`src/core/phy_misc_map.vh`:
```
`ifndef PHY_MISC_MAP_VH
`define PHY_MISC_MAP_VH
// register offsets
`define CFG_THREE_ADDR      6'h1e
`define SOFT_RST_ADDR       6'h1f
`define TEST_CH_ADDR        6'h25
`define XOVR_TMR_ADDR       6'h2c
`define IRQ_STAT_ADDR       6'h30
`define IRQ_EN_ADDR         6'h32
`define IRQ_CLR_ADDR        6'h33
// config three field positions
`define CFG_THREE_EXT_FD    11
`define CFG_THREE_ROBUST    9
`define CFG_THREE_FAST      8
`define CFG_THREE_INT_OE    7
`define CFG_THREE_FORCE_INT 6
`define CFG_THREE_FAIL      2
`define CFG_THREE_DONE      1
`define CFG_THREE_START     0
// writable bits of config three
`define CFG_THREE_WR_MASK   16'h0bc0
// soft reset field positions
`define SOFT_FULL_RST       15
`define SOFT_RESTART        14
// test channel field
`define TEST_CH_ALL         7
`define TEST_CH_SEL_HI      6
`define TEST_CH_SEL_LO      5
// reset values
`define CFG_THREE_RST       16'h0000
`define TEST_CH_UPPER       8'h04
`define TEST_CH_FIELD_RST   3'h0
`define XOVR_TMR_RST        16'h141f
`define IRQ_BANK_RST        3'h0
// timing
`define XOVR_STEP_MS        32
`define CLK_KHZ             250000
`define CABLE_MEAS_CYCLES   1000
`endif

```
`src/core/phy_misc_control_regs.v`:
```
`timescale 1ns/10ps
`include "phy_misc_map.vh"
// control and status bank seen by the management host
// one clock, synchronous reset, read data one cycle after the strobe
// the analog datapaths steered by these controls live elsewhere
module phy_misc_control_regs #(
	// cycles in one 32 ms crossover timer step
	parameter STEP_CYCLES = `XOVR_STEP_MS * `CLK_KHZ,
	// cycles taken by one reflectometry measurement
	parameter MEAS_CYCLES = `CABLE_MEAS_CYCLES
) (
	// clock and reset
	input  wire        i_clk,
	input  wire        i_sys_rst,
	// register port
	input  wire [5:0]  i_addr,
	input  wire [15:0] i_wdata,
	input  wire        i_wr,
	input  wire        i_rd,
	output reg  [15:0] o_rdata,
	// link status from analog side
	input  wire        i_partner_forced_100,
	input  wire        i_partner_full_duplex,
	input  wire        i_cable_meas_fail,
	input  wire        i_phy_event,
	// pad
	input  wire        i_pad_in,
	output wire        o_pad_out,
	output wire        o_pad_oe,
	output wire        o_powerdown,
	// controls to datapath
	output wire        o_full_duplex,
	output wire        o_robust_crossover,
	output wire        o_fast_crossover,
	output wire        o_fast_link_up_pd,
	output wire [3:0]  o_test_ch_en,
	output wire        o_xovr_timeout,
	output wire        o_meas_active,
	output wire        o_logic_rst,
	// interrupt
	output wire        o_irq
);

	// configuration three: only the writable bits are ever stored
	reg  [15:0] cfg_three_q;   // duplex, crossover, pad, force
	// reflectometry state
	reg         done_q;        // measurement complete
	reg         fail_q;        // measurement failed
	reg  [31:0] meas_cnt_q;    // cycles into the measurement
	// test mode and crossover timer settings
	reg  [2:0]  test_ch_q;     // test channel field, bits 7:5
	reg  [15:0] tmr_q;         // crossover timer, upper bits kept
	// crossover timer progress
	reg  [31:0] xovr_cnt_q;    // cycles within one step
	reg  [3:0]  xovr_step_q;   // 32 ms steps elapsed
	// one-cycle soft reset requests
	reg         restart_q;     // logic restart pulse
	reg         full_rst_q;    // full reset pulse
	// interrupt bank
	reg  [2:0]  stat_q;        // sticky events
	reg  [2:0]  en_q;          // event enables
	// decoded write strobes
	wire        wr_cfg_three;  // write to config three
	wire        wr_soft_rst;   // write to soft reset control
	wire        wr_irq_clr;    // write to interrupt clear
	wire        launch;        // start measurement
	wire        meas_end;      // measurement finishes
	// reset sources
	wire        rst_all;       // hardware or soft full reset
	wire        rst_logic;     // logic reset without registers
	// timer and interrupt helpers
	wire        xovr_step;     // end of one 32 ms step
	wire        xovr_last;     // programmed step count reached
	wire        xovr_run;      // timer allowed to advance
	wire [2:0]  ev;            // event vector
	wire        irq_pending;   // enabled event still set
	wire        force_irq;     // software forced interrupt

	// write decode shared by the processes below
	// addresses are word indexes; anything unmapped matches nothing
	assign wr_cfg_three = i_wr && (i_addr == `CFG_THREE_ADDR);
	assign wr_soft_rst  = i_wr && (i_addr == `SOFT_RST_ADDR);
	assign wr_irq_clr   = i_wr && (i_addr == `IRQ_CLR_ADDR);

	// full reset clears all but the read data and the pulse flops, restart spares the registers
	// both last exactly one cycle after the requesting write
	assign rst_all   = i_sys_rst | full_rst_q;
	assign rst_logic = rst_all | restart_q;

	// the start bit is a strobe: it launches and is never stored
	assign launch = wr_cfg_three &&
		i_wdata[`CFG_THREE_START];
	// last counted cycle of a running measurement
	assign meas_end = !done_q &&
		(meas_cnt_q == MEAS_CYCLES - 1);

	// soft reset bits self-clear after one cycle
	// only the hardware reset clears these two flops, so a full
	// reset pulse cannot cut itself short
	always @(posedge i_clk) begin
		if (i_sys_rst) begin
			// nothing pending after power-up
			full_rst_q <= 1'b0;
			restart_q  <= 1'b0;
		end else begin
			// a written one becomes a single-cycle pulse
			full_rst_q <= wr_soft_rst &&
				i_wdata[`SOFT_FULL_RST];
			restart_q  <= wr_soft_rst &&
				i_wdata[`SOFT_RESTART];
		end
	end

	// writable registers, kept across a restart
	// a full reset returns them to their defaults
	always @(posedge i_clk) begin
		if (rst_all) begin
			// defaults
			cfg_three_q <= `CFG_THREE_RST;
			test_ch_q   <= `TEST_CH_FIELD_RST;
			tmr_q       <= `XOVR_TMR_RST;
			en_q        <= `IRQ_BANK_RST;
		end else if (i_wr) begin
			case (i_addr)
			`CFG_THREE_ADDR: begin
				// start bit not stored, reserved bits dropped
				cfg_three_q <= i_wdata &
					`CFG_THREE_WR_MASK;
			end
			`TEST_CH_ADDR: begin
				// only the channel field is stored
				test_ch_q <= i_wdata[`TEST_CH_ALL:`TEST_CH_SEL_LO];
			end
			`XOVR_TMR_ADDR: begin
				// upper bits stored as written
				tmr_q <= i_wdata;
			end
			`IRQ_EN_ADDR: begin
				// one enable per event
				en_q <= i_wdata[2:0];
			end
			default: begin
				// other writes ignored
			end
			endcase
		end
	end

	// reflectometry measurement sequencer
	// a new launch while busy restarts the count from zero
	// the failure input is sampled only on the last cycle
	always @(posedge i_clk) begin
		if (rst_logic) begin
			// idle and complete after any reset
			done_q     <= 1'b1;
			fail_q     <= 1'b0;
			meas_cnt_q <= 32'h0000_0000;
		end else if (launch) begin
			// busy, old result discarded
			done_q     <= 1'b0;
			fail_q     <= 1'b0;
			meas_cnt_q <= 32'h0000_0000;
		end else if (meas_end) begin
			// result captured
			done_q <= 1'b1;
			fail_q <= i_cable_meas_fail;
		end else if (!done_q) begin
			// still measuring
			meas_cnt_q <= meas_cnt_q + 32'h0000_0001;
		end
	end

	// robust crossover resolution timer, 32 ms per step
	// runs only while robust crossover is on; the setting is
	// meaningless otherwise, so the count is held at zero
	// the step count saturates at the programmed value so that a
	// smaller value written mid-run still ends the wait
	assign xovr_run  = cfg_three_q[`CFG_THREE_ROBUST];
	assign xovr_step = (xovr_cnt_q == STEP_CYCLES - 1);
	assign xovr_last = (xovr_step_q >= tmr_q[3:0]);
	always @(posedge i_clk) begin
		if (rst_logic || !xovr_run) begin
			// held idle
			xovr_cnt_q  <= 32'h0000_0000;
			xovr_step_q <= 4'h0;
		end else if (xovr_step) begin
			// one more 32 ms step done
			xovr_cnt_q <= 32'h0000_0000;
			if (!xovr_last) begin
				xovr_step_q <= xovr_step_q + 4'h1;
			end
		end else begin
			// counting within a step
			xovr_cnt_q <= xovr_cnt_q + 32'h0000_0001;
		end
	end
	// (n+1)*32 ms elapsed, then one pulse per further step
	assign o_xovr_timeout = xovr_run && xovr_last &&
		xovr_step;

	// sticky events: done, fail, phy event
	// an event in the cycle of a clear wins over the clear, so
	// nothing that happens during the clear write is lost
	assign ev = {i_phy_event, meas_end & i_cable_meas_fail, meas_end};
	always @(posedge i_clk) begin
		if (rst_logic) begin
			// restart also drops old events
			stat_q <= `IRQ_BANK_RST;
		end else if (wr_irq_clr) begin
			// write one to clear, set wins
			stat_q <= (stat_q & ~i_wdata[2:0]) | ev;
		end else begin
			// collect
			stat_q <= stat_q | ev;
		end
	end

	// read mux, data one cycle after strobe, zero otherwise
	// reserved and write-only locations read as zero
	always @(posedge i_clk) begin
		if (i_sys_rst) begin
			// quiet bus after reset
			o_rdata <= 16'h0000;
		end else if (i_rd) begin
			case (i_addr)
			`CFG_THREE_ADDR: begin
				// stored bits plus measurement status
				o_rdata <= cfg_three_q |
					{13'h0000, fail_q, done_q, 1'b0};
			end
			`SOFT_RST_ADDR: begin
				// self-clearing bits read zero
				o_rdata <= 16'h0000;
			end
			`TEST_CH_ADDR: begin
				// fixed upper byte, field, zero low bits
				o_rdata <= {`TEST_CH_UPPER, test_ch_q, 5'h00};
			end
			`XOVR_TMR_ADDR: begin
				// whole word as stored
				o_rdata <= tmr_q;
			end
			`IRQ_STAT_ADDR: begin
				// sticky events
				o_rdata <= {13'h0000, stat_q};
			end
			`IRQ_EN_ADDR: begin
				// enables
				o_rdata <= {13'h0000, en_q};
			end
			default: begin
				// unmapped or write-only
				o_rdata <= 16'h0000;
			end
			endcase
		end else begin
			// data stands for one cycle only
			o_rdata <= 16'h0000;
		end
	end

	// duplex override against a forced 100 partner
	// with the bit clear the normal resolution passes through
	assign o_full_duplex =
		(cfg_three_q[`CFG_THREE_EXT_FD] && i_partner_forced_100) ?
		1'b1 : i_partner_full_duplex;

	// crossover mode controls straight from the register
	// fast crossover also forces the fast parallel-detect link-up
	assign o_robust_crossover =
		cfg_three_q[`CFG_THREE_ROBUST];
	assign o_fast_crossover   =
		cfg_three_q[`CFG_THREE_FAST];
	assign o_fast_link_up_pd  =
		cfg_three_q[`CFG_THREE_FAST];

	// test mode channel enables: all four, or one of a to d
	assign o_test_ch_en = test_ch_q[2] ? 4'hf :
		(4'h1 << test_ch_q[1:0]);

	// interrupt: any enabled sticky event, or forced by software
	assign irq_pending = |(stat_q & en_q);
	assign force_irq   = cfg_three_q[`CFG_THREE_FORCE_INT];
	assign o_irq       = irq_pending || force_irq;

	// shared pad: active-low interrupt out or powerdown in
	// the powerdown input is ignored while the pad drives
	assign o_pad_oe    = cfg_three_q[`CFG_THREE_INT_OE];
	assign o_pad_out   = ~o_irq;
	assign o_powerdown = !cfg_three_q[`CFG_THREE_INT_OE] &&
		!i_pad_in;

	// status for the datapath
	assign o_meas_active = !done_q;
	assign o_logic_rst   = rst_logic;

endmodule // phy_misc_control_regs

```
`config.mk`:
```
export PLATFORM = sky130hd
export DESIGN_NAME = phy_misc_control_regs
export DESIGN_NICKNAME = d
export VERILOG_FILES = /design/src/core/phy_misc_control_regs.v
export VERILOG_INCLUDE_DIRS = /design/src /design/src/core
export SDC_FILE = /design/constraint.sdc
export NUM_CORES = 1
export LEC_CHECK = 0
export BUFFER_PORTS_ARGS = -buffer_cell sky130_fd_sc_hd__buf_2
export CORE_ASPECT_RATIO = 1.4
export CORE_UTILIZATION = 48
export DETAILED_ROUTE_END_ITERATION = 8
export PLACE_DENSITY = 0.68
export SLEW_MARGIN = 0
export SYNTH_ARGS = -nofsm -noshare
export SYNTH_HDL_FRONTEND = slang
export SYNTH_SLANG_ARGS = --single-unit
```
`constraint.sdc`:
```
create_clock -name i_clk -period 6.55 [get_ports i_clk]
set_clock_uncertainty 0.05 [all_clocks]
set_input_delay 0.3275 -clock i_clk [delete_from_list [all_inputs] [get_ports i_clk]]
set_output_delay 0.3275 -clock i_clk [all_outputs]
set_load 0.005 [all_outputs]
```
==> impl_metrics.py, run 1 <==
metrics = {
    "grt": {
        "grt_first_pass_wirelength_um": 20400,
        "grt_pass1_vias": 4411,
        "grt_usage_pct": 22.47,
        "grt_max_degree": 33,
        "grt-ovfl-total": 0,
        "antenna_found_initial": 0,
    },
    "floorplan": {
        "fp-row-count": 44,
        "dieArea_sq_um": 11200,
        "die_y_um": 124.8,
        "core-area_sq_um": 10410,
        "io_pins": 62,
        "die_x_um": 89.71,
        "start_util_pct": 49.69,
    },
    "final_layout": {
        "final_cells": 815,
        "final_cell_mix": "dfxtp_1, nor2_1, nand2_1",
        "mostFrequentLayoutCell": "dfxtp_1",
        "nets": 703,
        "drive_above_1_share_pct": 16.10,
        "fill_cells": 945,
        "insertedDiodeCount": 0,
        "area_growth_pct": 19.36,
    },
    "placement": {
        "placedCellCount": 784,
        "place.gp.congestion": 0.8286,
        "pre_cts_slack_ns": 3.816,
        "dp.final_hpwl_um": 8543,
        "portBuffers": 61,
    },
    "sta": {
        "fin_setup_tns_ns": 0,
        "setup_slack_ns": 3.850,
        "drv_slew": 0,
        "final-setup-viol-count": 0,
        "timing.fmax_mhz": 370.3,
        "worstMarginPinSlew_ns": 1.160,
        "rsz0062_at_grt": "no",
        "period_share_pct": 41.22,
        "fin_crit_ns": 2.700,
        "max-slew-margin-rel_pct": 22.10,
        "finalHoldViolations": 0,
    },
    "setup_path": {
        "path_class": "register to register",
        "critPathMaxFanout": 30,
        "end_kind": "register",
        "crit_chain": "ha_1 -> and4_4 -> nand2b_4 -> or4_1 -> nand3_1 -> nor2_1",
        "cp_slowest_cell": "nand3_1",
        "critical_path.startpoint_type": "register",
        "cp.required_ns": 6.75,
        "critPathMaxStageDelay_ns": 0.77,
        "worstPathArrival_ns": 2.90,
    },
    "synth": {
        "async_reset_ff_share_pct": 0,
        "synthSimpleGateAreaFrac_pct": 30.42,
        "yosys_warnings": 0,
        "synth_flop_cell": "dfxtp_1",
        "yosysSeqAreaShare_pct": 45.69,
        "synth.net_count": 642,
        "ys_types": 48,
        "syn_avg_cell_area_sq_um": 8.560,
        "netlist_area_sq_um": 5170,
        "synth_xor_area_share_pct": 9.318,
        "synth_edf_count": 0,
        "synthMuxAreaShare_pct": 1.621,
        "synth_seq_cells": 118,
        "synth_top_family_by_area": "simple AND/OR/NAND/NOR gates",
        "netlist_instances": 604,
        "synth_fa_ha_area_share_pct": 1.694,
        "synth-compound-area-share_pct": 8.374,
    },
    "clock_tree": {
        "cts_max_path_buffers": 2,
        "numCtsBuffers": 17,
        "cts_hold_buf": 0,
        "htree_levels": 4,
        "ctsResizeCount": 0,
        "clk_pin_slew_worst_paths_ns": 0.05,
        "clock-sinks": 118,
        "clk_latency_ns": 0.40,
        "post_cts_buffers": 0,
        "cts_tree": "yes",
        "cts_root_buffer": "clkbuf_16",
    },
    "route": {
        "vias": 4506,
        "remaining_drc_errors": 0,
        "viasPerCell": 5.529,
        "firstDrtPassIters": 5,
        "first_iter_violations": 252,
        "avgRoutedWirePerCell_um": 14.77,
        "wirelength_um": 12030,
        "drtAntennaViolNets": 0,
    },
    "min_path": {
        "hp-class": "input pin to register",
    },
    "status": {
        "status": "completed",
    },
    "power": {
        "powerDensity_nw_per_um2": 268.4,
        "peakVddDrop_mv": 0.1749,
        "p_leak_nw": 2.335,
    },
    "run": {
        "drv_cap": 0,
    },
}
## stage by stage
| step | cell area [sq um] | utilization [%] | total power (W) | hold WS [ns] |
|---|---|---|---|---|
| 2_1_floorplan | 5170 | - | 0.0007525 | 0.3797 |
| 3_3_place_gp | 5587 | 53.69 | 0.0007701 | 0.3895 |
| 3_5_place_dp | 5587 | 53.69 | 0.0007710 | 0.3956 |
| 4_1_cts | 6171 | 59.31 | 0.001667 | 0.06782 |
| 5_1_grt | 6171 | 59.31 | 0.001702 | 0.09483 |
| 6_report | 6171 | 59.31 | 0.001656 | 0.07807 |
## cell type report
type                    instances  area, sq um  area share [%]
clock buffers                  20        456.7           7.401
clock inverters                11        127.6           2.068
inverters                      16        60.06          0.9732
multi-input cells             448         2664           43.17
flip-flops and latches        118         2362           38.28
well taps                     138        172.7           2.798
repair buffers                 64        327.8           5.312
## power breakdown
group          switching [W]  internal, W  total [W]
clock               0.000322     0.000578   0.000900
sequential        0.00000117     0.000720   0.000721
combinational      0.0000224    0.0000126  0.0000350
total               0.000346      0.00131    0.00166
## per-layer routing
metal | wire (um) | GRT usage [%] | up-vias
li1 | - | - | 2244
met1 | 5047 | 25.20 | 2156
met2 | 6425 | 41.40 | 92
met3 | 414 | 4.884 | 14
met4 | 147 | 7.715 | 0
met5 | 0 | 0 | -
## flip-flops by register name, summed over array words and instances, names as in the netlist, 3 cells and up
signal	count
en_q	3
xovr_step_q	4
tmr_q	16
test_ch_q	3
cfg_three_q	5
meas_cnt_q	32
stat_q	3
o_rdata	16
xovr_cnt_q	32
## cells by family after synthesis
family	Yosys count
adder cells (fa/ha/maj)	7
AND/OR/NAND/NOR	310
AO/OA/AOI/OAI	68
multiplexers	8
buffers and inverters	38
XOR/XNOR	55
flip-flops	118
## Yosys cell counts (4+ instances only)
cell | instances | area [sq um]
xor2_1 | 43 | 376.6
nor2_1 | 88 | 330.3
xnor2_1 | 12 | 105.1
nand4b_1 | 4 | 35.03
a21oi_1 | 31 | 155.2
inv_1 | 16 | 60.06
mux2i_1 | 5 | 50.05
nand3_1 | 40 | 200.2
ha_1 | 7 | 87.58
or4_1 | 6 | 45.04
dfxtp_1 | 118 | 2362
o31ai_1 | 4 | 30.03
o21ai_0 | 7 | 35.03
o211ai_1 | 5 | 37.54
nor3_1 | 13 | 65.06
a222oi_1 | 4 | 40.04
nand4_1 | 30 | 187.7
clkbuf_1 | 19 | 71.32
nor4_1 | 8 | 50.05
and3_1 | 19 | 118.9
nand2_1 | 72 | 270.3
a22oi_1 | 6 | 45.04
and2_1 | 6 | 37.54
## worst paths after layout
kind | start | end | slack, ns | depth (start not counted)
min reg2reg | tmr_q[13] | tmr_q[13] | 0.41 | 2
min | i_wdata[4] | tmr_q[4] | 0.08 | 3
max | xovr_cnt_q[0] | xovr_cnt_q[2] | 3.85 | 6
max reg2reg | xovr_cnt_q[0] | xovr_cnt_q[2] | 3.85 | 6
## worst max-delay path: cells and delay by family (launching register included)
kind                       cells  cell delay, ns
adders and majority gates      1            0.23
and+or+nand+nor                5            1.89
DFF                            1            0.36
No activity file was read; power rests on OpenSTA's default activity.
==> inputs of run 2 (changes only) <==
- clock period: 6.55 -> 2.5 ns (I/O delays scaled with it)
==> impl_metrics.py, run 2 (synthesis results as in run 1) <==
metrics = {
    "sta": {
        "rsz0062_at_grt": "no",
        "fin_setup_tns_ns": 0,
        "worstMarginPinSlew_ns": 0.8615,
        "timing.fmax_mhz": 419.3,
        "max-slew-margin-rel_pct": 42.04,
        "fin_crit_ns": 2.385,
        "drv_slew": 0,
        "period_share_pct": 95.40,
        "final-setup-viol-count": 0,
        "finalHoldViolations": 0,
    },
    "clock_tree": {
        "clk_latency_ns": 0.41,
        "clock-sinks": 118,
        "clk_pin_slew_worst_paths_ns": 0.06,
        "cts_root_buffer": "clkbuf_16",
        "htree_levels": 4,
        "cts_tree": "yes",
        "numCtsBuffers": 17,
        "cts_max_path_buffers": 2,
    },
    "status": {
        "status": "completed",
    },
    "final_layout": {
        "nets": 733,
        "mostFrequentLayoutCell": "dfxtp_1",
        "area_growth_pct": 25.27,
        "postLayoutCellArea_sq_um": 6476,
        "drive_above_1_share_pct": 17.14,
        "fill_cells": 906,
        "top_regs": "meas_cnt_q: 32 flops, xovr_cnt_q: 32 flops",
        "insertedDiodeCount": 0,
        "final_cell_mix": "dfxtp_1, nor2_1, nand2_1",
    },
    "route": {
        "avgRoutedWirePerCell_um": 14.57,
        "first_iter_violations": 215,
        "firstDrtPassIters": 5,
        "remaining_drc_errors": 0,
        "viasPerCell": 5.487,
        "wirelength_um": 12300,
        "drtAntennaViolNets": 0,
        "vias": 4631,
    },
    "floorplan": {
        "fp-row-count": 44,
        "start_util_pct": 49.69,
        "die_x_um": 89.71,
        "die_y_um": 124.8,
        "core-area_sq_um": 10410,
        "io_pins": 62,
        "dieArea_sq_um": 11200,
    },
    "grt": {
        "grt-ovfl-total": 0,
        "grt_max_degree": 31,
        "antenna_found_initial": 0,
        "grt_usage_pct": 23.05,
        "grt_first_pass_wirelength_um": 21000,
        "grt_pass1_vias": 4549,
    },
    "setup_path": {
        "r2r_cells": 6,
        "cp.required_ns": 2.78,
        "rr_startpoint": "xovr_cnt_q[0]",
        "path_class": "register to register",
        "ff2ff_setup_slack_ns": 0.12,
        "critical_path.startpoint_type": "register",
        "worstPathArrival_ns": 2.67,
        "setup.worst_path.end": "xovr_step_q[3]",
        "critPathMaxFanout": 7,
        "setup.worst_path.start": "xovr_cnt_q[0]",
        "end_kind": "register",
        "reg2reg_to": "xovr_step_q[3]",
    },
    "placement": {
        "placed_area_sq_um": 5697,
        "portBuffers": 61,
        "dp.final_hpwl_um": 8601,
        "place.gp.congestion": 0.8127,
    },
    "run": {
        "drv_cap": 0,
    },
    "power": {
        "peakVddDrop_mv": 0.4543,
        "p_leak_nw": 2.479,
        "totalPowerFinal_w": 0.004509,
        "powerDensity_nw_per_um2": 696.2,
    },
    "min_path": {
        "hp-class": "input pin to register",
    },
}
[run 2: changes by cell type in the layout (fill, tap and decap cells not counted)]
| cell | delta |
|---|---|
| buf_4 | +12 |
| o21ai_0 | -1 |
| inv_6 | +1 |
| clkinv_4 | -3 |
| bufinv_16 | +2 |
| clkinvlp_4 | +2 |
| o21ai_1 | +1 |
| clkbuf_8 | -2 |
| dlygate4sd3_1 | +17 |
| buf_12 | +1 |
| clkinv_2 | -1 |
[run 2: stage by stage]
step / setup slack, ns / cells / hold slack (ns) / util, %
after global routing: 0.02112 / 844 / 0.04461 / 62.24
after global placement: 0.1833 / 797 / 0.2861 / 54.75
after floorplan: 0.2501 / 604 / 0.1924 / -
final: 0.1150 / 844 / 0.01689 / 62.24
after CTS: 0.09763 / 844 / 0.004532 / 62.24
after detailed placement: 0.1156 / 797 / 0.2933 / 54.75
[run 2: per-layer routing]
metal | GRT usage, % | wire, um | up-vias
met5 | 0 | 0 | -
met3 | 5.433 | 352 | 23
met1 | 26.46 | 5262 | 2211
met4 | 8.582 | 252 | 0
li1 | - | - | 2307
met2 | 41.13 | 6429 | 90
[run 2: critical path, cell delays in order, from the launching register on]
cell and delay [ns]:
dfxtp_1 0.37, ha_1 0.24, and4_4 0.28, nand2b_4 0.08, or4_1 0.64, or4_1 0.50, a21oi_1 0.15
[run 2: timing repair]
action                                 CTS  global route
hold buffers                            17             0
setup endpoints to repair                0             1
gates resized for setup                  0             1
buffers inserted                         0             0
endpoints found under the hold margin   30             0
[run 2: worst min-delay path by stage]
stage                 from    endpoint  slack, ns  depth (start not counted)
5_1_grt         i_wdata[0]    tmr_q[0]       0.04                          3
4_1_cts               i_rd  o_rdata[8]      0.005                          3
3_5_place_dp   i_wdata[12]   tmr_q[12]       0.29                          3
3_3_place_gp   i_phy_event   stat_q[2]       0.29                          3
2_1_floorplan  i_phy_event   stat_q[2]       0.19                          2
6_report        i_wdata[0]     en_q[0]       0.02                          3
[run 2: power breakdown]
| part | internal, W | switching, W | leakage [nW] |
|---|---|---|---|
| clock network | 0.00166 | 0.000847 | 0.281 |
| registers | 0.00189 | 0.00000308 | 0.951 |
| logic | 0.0000542 | 0.0000632 | 1.25 |
[run 2: layout make-up]
| class | count | area [sq um] | area share, % |
|---|---|---|---|
| Multi-Input combinational cell | 448 | 2664 | 41.13 |
| Sequential cell | 118 | 2362 | 36.48 |
| Timing Repair Buffer | 94 | 608.1 | 9.389 |
| Inverter | 16 | 60.06 | 0.9274 |
| Clock buffer | 18 | 429.2 | 6.627 |
| Clock inverter | 12 | 180.2 | 2.782 |
| Tap cell | 138 | 172.7 | 2.666 |
